**src/common/wdrs_cfg.svh**
```systemverilog
// Behaviour
// - control register status bit is reserved, reads zero
// - watchdog event shows at bit 5 of status
// - system reset clears counter; excluding-watchdog reset doesn't
// - event tally clears on power-on reset only
// - battery reset flag bit 5 set by battery reset, held until cleared by writing
// - scan reset bit shows present pin level
// - bit 7 read-only pin level, even during scan
// - system reset flag bit 6, cleared by writing
`ifndef WDRS_CFG_SVH
`define WDRS_CFG_SVH
// register offsets (byte addresses)
`define WDRS_OFF_CTRL 8'h00
`define WDRS_OFF_LOAD 8'h04
`define WDRS_OFF_COUNT 8'h08
`define WDRS_OFF_KICK 8'h0c
`define WDRS_OFF_PFR 8'h10
`define WDRS_OFF_PRS 8'h14
`define WDRS_OFF_INT_STAT 8'h18
`define WDRS_OFF_INT_MASK 8'h1c
`define WDRS_OFF_TALLY 8'h28
// field positions
`define WDRS_CTRL_EN 0
`define WDRS_CTRL_RSV 2
`define WDRS_PFR_FIRED 5
`define WDRS_PRS_BATT 5
`define WDRS_PRS_SYS 6
`define WDRS_PRS_SCAN 7
`define WDRS_INT_FIRED 0
`define WDRS_INT_SYS 1
`define WDRS_INT_BATT 2
// reset values
`define WDRS_LOAD_RST 32'h0000_ffff
`define WDRS_TALLY_RST 32'h0000_0000
`endif

```
**src/common/wdrs_pkg.sv**
```systemverilog
package wdrs_pkg;
    // one register bus request from firmware
    typedef struct packed {
        logic [7:0] addr;
        logic [31:0] wdata;
        logic wr;
        logic rd;
    } wdrs_bus_s;
    // reset and pin levels from outside the clock domain
    typedef struct packed {
        logic scan_pin;
        logic batt_rst;
        logic sys_nwdt_rst;
        logic sys_rst;
    } wdrs_pins_s;
    typedef logic [2:0] wdrs_int_t;
endpackage : wdrs_pkg

```
**src/verilog/wdrs_top.sv**
```systemverilog
// Our own choice: the plain strobed port.
`timescale 1ns/1ps
`default_nettype none
`include "wdrs_cfg.svh"
module wdrs_top (
    input wire logic clk, // 25 mhz system clock
    input wire logic rst, // main power-on reset, sync, high
    input wire wdrs_pkg::wdrs_bus_s bus, // register request
    input wire wdrs_pkg::wdrs_pins_s pins, // asynchronous levels
    output logic [31:0] rd_data, // read data, cycle after strobe
    output logic irq, // level interrupt
    output logic wdt_reset_req // one-cycle reset request on expiry
);
    import wdrs_pkg::*;

    ////////////////////////////////////////////////////////////////
    // address decode helper
    ////////////////////////////////////////////////////////////////

    // true when the request hits the given offset
    function automatic logic hit(input logic [7:0] a, input logic [7:0] off);
        hit = (a == off);
    endfunction : hit

    logic wr_ctrl; // write to control
    logic wr_load; // write to reload value
    logic wr_kick; // restart request
    logic wr_pfr; // power-fail status write
    logic wr_prs; // power reset status write
    logic wr_ist; // interrupt status write
    logic wr_imsk; // interrupt mask write
    logic wr_tally; // event tally write

    assign wr_ctrl = bus.wr && hit(bus.addr, `WDRS_OFF_CTRL);
    assign wr_load = bus.wr && hit(bus.addr, `WDRS_OFF_LOAD);
    assign wr_kick = bus.wr && hit(bus.addr, `WDRS_OFF_KICK);
    assign wr_pfr = bus.wr && hit(bus.addr, `WDRS_OFF_PFR);
    assign wr_prs = bus.wr && hit(bus.addr, `WDRS_OFF_PRS);
    assign wr_ist = bus.wr && hit(bus.addr, `WDRS_OFF_INT_STAT);
    assign wr_imsk = bus.wr && hit(bus.addr, `WDRS_OFF_INT_MASK);
    assign wr_tally = bus.wr && hit(bus.addr, `WDRS_OFF_TALLY);

    ////////////////////////////////////////////////////////////////
    // input synchronisers
    ////////////////////////////////////////////////////////////////

    logic [3:0] pin_raw; // pins as a vector
    logic [3:0] sync1; // first stage, read only by sync2
    logic [3:0] sync2; // settled levels

    assign pin_raw = pins;

    // two flops per level; reset levels are slow so no edge is lost
    genvar gi;
    generate
        for (gi = 0; gi < 4; gi++) begin : g_sync
            always_ff @(posedge clk) begin
                if (rst) begin
                    sync1[gi] <= 1'b0;
                    sync2[gi] <= 1'b0;
                end else begin
                    sync1[gi] <= pin_raw[gi];
                    sync2[gi] <= sync1[gi];
                end
            end
        end
    endgenerate

    logic sys_s; // system reset, synchronised
    logic nwdt_s; // system reset excluding watchdog
    logic batt_s; // battery domain reset
    logic scan_s; // scan reset pin level

    assign sys_s = sync2[0];
    assign nwdt_s = sync2[1];
    assign batt_s = sync2[2];
    assign scan_s = sync2[3];

    ////////////////////////////////////////////////////////////////
    // watchdog control and counter
    ////////////////////////////////////////////////////////////////

    logic en; // watchdog enable
    logic [31:0] load; // reload value
    logic [31:0] cnt; // watchdog_counter_value
    logic expire; // counter reached zero while enabled

    assign expire = en && (cnt == 32'h0000_0000);

    // control is cleared by power-on, system and non-watchdog resets
    always_ff @(posedge clk) begin
        if (rst || nwdt_s || sys_s) begin
            en <= 1'b0;
            load <= `WDRS_LOAD_RST;
        end else begin
            if (wr_ctrl) begin
                en <= bus.wdata[`WDRS_CTRL_EN];
            end
            if (wr_load) begin
                load <= bus.wdata;
            end
        end
    end

    // counter cleared only by power-on and system reset, never by nwdt alone
    always_ff @(posedge clk) begin
        if (rst || sys_s) begin
            cnt <= 32'h0000_0000;
        end else if (wr_kick || (wr_ctrl && bus.wdata[`WDRS_CTRL_EN] && !en)) begin
            cnt <= load; // restart or fresh enable reloads
        end else if (expire) begin
            cnt <= load; // keep running after a bite
        end else if (en) begin
            cnt <= cnt - 32'h0000_0001;
        end
    end

    // reset request pulse to the system reset generator
    always_ff @(posedge clk) begin
        if (rst) begin
            wdt_reset_req <= 1'b0;
        end else begin
            wdt_reset_req <= expire && !sys_s;
        end
    end

    ////////////////////////////////////////////////////////////////
    // status flags
    ////////////////////////////////////////////////////////////////

    logic fired; // watchdog_fired_flag
    logic batt_flag; // battery_reset_flag
    logic sys_flag; // system_reset_flag
    logic [31:0] tally; // watchdog_event_tally

    // fired flag: only power-on reset or write-one clears it; set wins
    always_ff @(posedge clk) begin
        if (rst) begin
            fired <= 1'b0;
        end else if (expire && !sys_s) begin
            fired <= 1'b1;
        end else if (wr_pfr && bus.wdata[`WDRS_PFR_FIRED]) begin
            fired <= 1'b0;
        end
    end

    // reset-cause flags are sticky while the reset level is seen
    always_ff @(posedge clk) begin
        if (rst) begin
            batt_flag <= 1'b0;
            sys_flag <= 1'b0;
        end else begin
            if (batt_s) begin
                batt_flag <= 1'b1;
            end else if (wr_prs && bus.wdata[`WDRS_PRS_BATT]) begin
                batt_flag <= 1'b0;
            end
            if (sys_s) begin
                sys_flag <= 1'b1;
            end else if (wr_prs && bus.wdata[`WDRS_PRS_SYS]) begin
                sys_flag <= 1'b0;
            end
        end
    end

    // tally: firmware keeps it, only power-on reset clears it
    always_ff @(posedge clk) begin
        if (rst) begin
            tally <= `WDRS_TALLY_RST;
        end else if (wr_tally) begin
            tally <= bus.wdata;
        end
    end

    ////////////////////////////////////////////////////////////////
    // interrupts
    ////////////////////////////////////////////////////////////////

    wdrs_int_t ist; // sticky event status
    wdrs_int_t imsk; // interrupt mask, one enables
    wdrs_int_t ev; // this cycle's events

    assign ev = {batt_s, sys_s, expire && !sys_s};

    // set wins over a write-one clear in the same cycle
    always_ff @(posedge clk) begin
        if (rst) begin
            ist <= 3'h0;
        end else begin
            ist <= ev | (ist & ~(wr_ist ? bus.wdata[2:0] : 3'h0));
        end
    end

    // mask register
    always_ff @(posedge clk) begin
        if (rst) begin
            imsk <= 3'h0;
        end else if (wr_imsk) begin
            imsk <= bus.wdata[2:0];
        end
    end

    // level output from a flop, lags status by one cycle
    always_ff @(posedge clk) begin
        if (rst) begin
            irq <= 1'b0;
        end else begin
            irq <= |(ist & imsk);
        end
    end

    ////////////////////////////////////////////////////////////////
    // read path
    ////////////////////////////////////////////////////////////////

    logic [31:0] next_rd_data; // read mux

    // unmapped reads and reserved bits return zero
    always_comb begin
        next_rd_data = 32'h0000_0000;
        if (bus.rd) begin
            unique case (bus.addr)
                `WDRS_OFF_CTRL: next_rd_data[`WDRS_CTRL_EN] = en;
                `WDRS_OFF_LOAD: next_rd_data = load;
                `WDRS_OFF_COUNT: next_rd_data = cnt;
                `WDRS_OFF_PFR: next_rd_data[`WDRS_PFR_FIRED] = fired;
                `WDRS_OFF_PRS: begin
                    next_rd_data[`WDRS_PRS_BATT] = batt_flag;
                    next_rd_data[`WDRS_PRS_SYS] = sys_flag;
                    next_rd_data[`WDRS_PRS_SCAN] = scan_s;
                end
                `WDRS_OFF_INT_STAT: next_rd_data[2:0] = ist;
                `WDRS_OFF_INT_MASK: next_rd_data[2:0] = imsk;
                `WDRS_OFF_TALLY: next_rd_data = tally;
                default: next_rd_data = 32'h0000_0000;
            endcase
        end
    end

    // data stands only in the cycle after the strobe
    always_ff @(posedge clk) begin
        if (rst) begin
            rd_data <= 32'h0000_0000;
        end else begin
            rd_data <= next_rd_data;
        end
    end
endmodule : wdrs_top
`default_nettype wire

```
**config.mk**
```make
export PLATFORM = sky130hd
export DESIGN_NAME = wdrs_top
export DESIGN_NICKNAME = d
export VERILOG_FILES = /design/src/common/wdrs_pkg.sv /design/src/verilog/wdrs_top.sv
export VERILOG_INCLUDE_DIRS = /design/src /design/src/common
export SDC_FILE = /design/constraint.sdc
export NUM_CORES = 1
export LEC_CHECK = 0
export ABC_AREA = 0
export BUFFER_PORTS_ARGS = -buffer_cell sky130_fd_sc_hd__buf_2
export CORE_MARGIN = 8
export CORE_UTILIZATION = 53
export CTS_BUF_LIST = sky130_fd_sc_hd__clkbuf_16
export CTS_CLUSTER_DIAMETER = 50
export DETAILED_ROUTE_END_ITERATION = 6
export PLACE_DENSITY = 0.74
export SYNTH_ARGS = -nofsm -noshare
export SYNTH_HDL_FRONTEND = slang
export SYNTH_SLANG_ARGS = --single-unit
```
**constraint.sdc**
```tcl
create_clock -name clk -period 5.26 [get_ports clk]
set_clock_uncertainty 0.1 [all_clocks]
set_input_delay 0.263 -clock clk [delete_from_list [all_inputs] [get_ports clk]]
set_output_delay 0.263 -clock clk [all_outputs]
set_load 0.05 [all_outputs]
```
==> impl_metrics.py <==
metrics = {
    "timing": {
        "tightest_slew_ps": 1270,
        "rsz0062_at_grt": "no",
        "fin_crit_sh_pct": 59.3,
        "slew_headroom_pct": 15.1,
        "fmax_ghz": 0.321,
        "finalSetupTns_ps": 0,
        "fin_crit_ps": 3120,
        "setup_viol": 0,
        "hold_violations": 0,
        "drv_slew": 0,
    },
    "global_routing": {
        "grt_remaining_overflow": 0,
        "grt_max_degree": 55,
        "antenna_found_initial": 0,
        "grt_pass1_wl_um": 32400,
        "track_usage_pct": 24.4,
        "first_global_vias": 6524,
    },
    "floorplan": {
        "ios": 82,
        "die-area_um2": 16500,
        "rows": 41,
        "core_region_area_um2": 12500,
        "die_w_um": 128,
        "die_h_um": 128,
        "initial_core_util_pct": 53.7,
    },
    "critical_path": {
        "crit_buf_inv": 0,
        "cp_top_family": "compound AO/OA/AOI/OAI gates",
        "crit_path_end_kind": "flop",
        "crit_fanout": 20,
        "slowest_delay_ps": 830,
        "cp-start-kind": "flop",
        "path_cells": "or4_1, or4_4, o31ai_4, a22oi_1, a211oi_2",
        "crit_arrival_ps": 3360,
        "crit_type": "reg -> reg",
        "cp_slowest_cell": "o31ai_4",
        "required_ps": 5500,
    },
    "logic_synthesis": {
        "synth_cell_types": 66,
        "avgSynthCellArea_um2": 8.04,
        "syn_inst": 832,
        "synth_top_family_by_area": "simple AND/OR/NAND/NOR gates",
        "synth_xor_area_share_pct": 0.262,
        "yosysWarnings": 0,
        "synthArstFlopShare_pct": 0,
        "synth-simple-area-share_pct": 26.2,
        "synth-edff-count": 0,
        "yosys.area_share.adder_pct": 0.187,
        "seq_area_frac_synth_pct": 44.3,
        "synth_flop_cell": "dfxtp_1",
        "synth-compound-area-share_pct": 21.7,
        "ys_ff_latch": 148,
        "synth_area_um2": 6690,
        "synth_mux_area_share_pct": 2.60,
        "syn_nets": 881,
    },
    "drt": {
        "wl_per_cell_um": 18.2,
        "routed_wl_um": 19900,
        "drtPass1Iterations": 5,
        "drtAntennaViolNets": 0,
        "remaining_drc_errors": 0,
        "m1WireLength_um": 8310,
        "met3_length_um": 1770,
        "vias_per_cell": 6.11,
        "wl_met2_um": 9510,
        "highest_layer": "met4",
        "vias": 6658,
        "first_iter_violations": 772,
    },
    "clock_tree": {
        "clk_path_buf_depth": 2,
        "cts-root-buf": "clkbuf_16",
        "clock_sinks": 148,
        "clk_pin_slew_ps": 60,
        "cts_tree": "done",
        "post_cts_buffers": 0,
        "cts_buffers": 17,
        "clkLatencyLatePin_ps": 430,
        "post_cts_resized": 0,
        "htreeDepth": 4,
    },
    "layout": {
        "most-common-layout-cells": "nand2_1 (182), dfxtp_1 (148), a21oi_1 (94)",
        "syn2layout_area_growth_pct": 19.5,
        "final_core_util_pct": 64.1,
        "nets": 955,
        "post-route-cell-area_um2": 8000,
        "layout_commonest_cell": "nand2_1",
        "antenna_cells": 0,
        "n_fill_cell": 1066,
        "drive_above_1_share_pct": 14.6,
    },
    "hold_path": {
        "hold_class": "in -> reg",
    },
    "power_and_ir_drop": {
        "peakVddDrop_v": 0.000223,
        "leakage_nw": 3.15,
        "p_per_area_nw_per_um2": 300,
    },
    "run": {
        "drv_cap": 0,
    },
    "placed_design": {
        "dp_hpwl_um": 13000,
        "port_buffers": 81,
        "place_congestion": 0.924,
        "placed_area_um2": 7130,
    },
    "outcome": {
        "status": "completed",
    },
}
-- layout make-up --
cell class                      count  area [um2]  area share (%)
Sequential cell                   148        2960            37.1
Multi-Input combinational cell    605        3430            42.9
Timing Repair Buffer              123         801            10.0
Inverter                           11        41.3           0.516
Clock buffer                       17         425            5.32
Tap cell                          172         215            2.69
Clock inverter                     13         123            1.53
-- path summary, 6_finish.rpt --
check / from / end / slack, ps / depth (start not counted)
max reg2reg: cnt[15] / cnt[12] / 2140 / 5
max: cnt[15] / cnt[12] / 2140 / 5
min: bus[4] / load[2] / 20 / 3
min reg2reg: sync1[2] / batt_s / 340 / 1
-- layer usage --
metal  track usage [%]  vias to the layer above
li1                  -                     3152
met1              29.9                     3155
met2              40.3                      315
met3              6.99                       36
met4              8.04                        0
met5                 0                        -
-- stage by stage --
step                      power, mW  setup WS, ps  std cells  hold WS (ps)
after floorplan                1.21          2900        832           286
after global placement         1.25          2230       1027           321
after detailed placement       1.26          2080       1027           333
after CTS                      2.40          2200       1089          6.53
after global routing           2.46          2020       1089          15.3
final                          2.40          2140       1089          17.7
-- power breakdown --
| part | internal, mW | total (mW) | leakage, nW | switching [mW] |
|---|---|---|---|---|
| Clock | 0.682 | 1.14 | 0.265 | 0.461 |
| Combinational | 0.0507 | 0.123 | 1.69 | 0.0719 |
| Sequential | 1.13 | 1.13 | 1.19 | 0.00442 |
| Total | 1.86 | 2.40 | 3.15 | 0.537 |
-- synthesized netlist by cell type (4+ instances only) --
cell type / n / area share (%)
o21ai_0: 16 / 1.2
nor3b_1: 4 / 0.45
nor2_1: 38 / 2.1
or4_1: 6 / 0.67
clkbuf_1: 57 / 3.2
nand4_1: 10 / 0.93
inv_1: 11 / 0.62
or3_1: 7 / 0.65
o31ai_1: 4 / 0.45
nor4_1: 8 / 0.75
and2_1: 9 / 0.84
mux2i_1: 14 / 2.1
buf_2: 6 / 0.45
a211oi_1: 8 / 0.90
dfxtp_1: 148 / 44
nor2b_1: 11 / 1.0
a31oi_1: 8 / 0.75
nor3_1: 24 / 1.8
o22ai_1: 10 / 0.93
a222oi_1: 9 / 1.3
a21oi_1: 94 / 7.0
nand2_1: 182 / 10
and3_1: 8 / 0.75
a22oi_1: 32 / 3.6
nor4b_1: 4 / 0.52
o2111a_1: 4 / 0.67
nand3_1: 36 / 2.7
-- kinds of logic after synthesis --
family | after synthesis
compound gates | 219
xor+xnor | 2
simple gates | 366
fa+ha+maj | 1
flops | 148
mux | 17
buf+inv | 79
-- state kept, by name, indices dropped and copies added (netlist names) --
name and count:
sync1 4, scan_s 1, sys_flag 1, sys_s 1, wdt_reset_req 1, ist 3, cnt 32, load 32
batt_flag 1, imsk 3, en 1, fired 1, irq 1, tally 32, batt_s 1, rd_data 32
nwdt_s 1
-- worst register-to-register path, delay by kind of cell, from the launching register on --
| family | cells | cell delay [ps] |
|---|---|---|
| flip-flops | 1 | 380 |
| AO/OA/AOI/OAI | 3 | 1330 |
| AND/OR/NAND/NOR | 2 | 1230 |
-- timing repair --
item                                   4_1_cts  5_1_grt
setup endpoints to repair                    0        0
hold buffers                                32        0
endpoints found under the hold margin       52        0
Note: power is estimated with default switching activity, not from simulation.
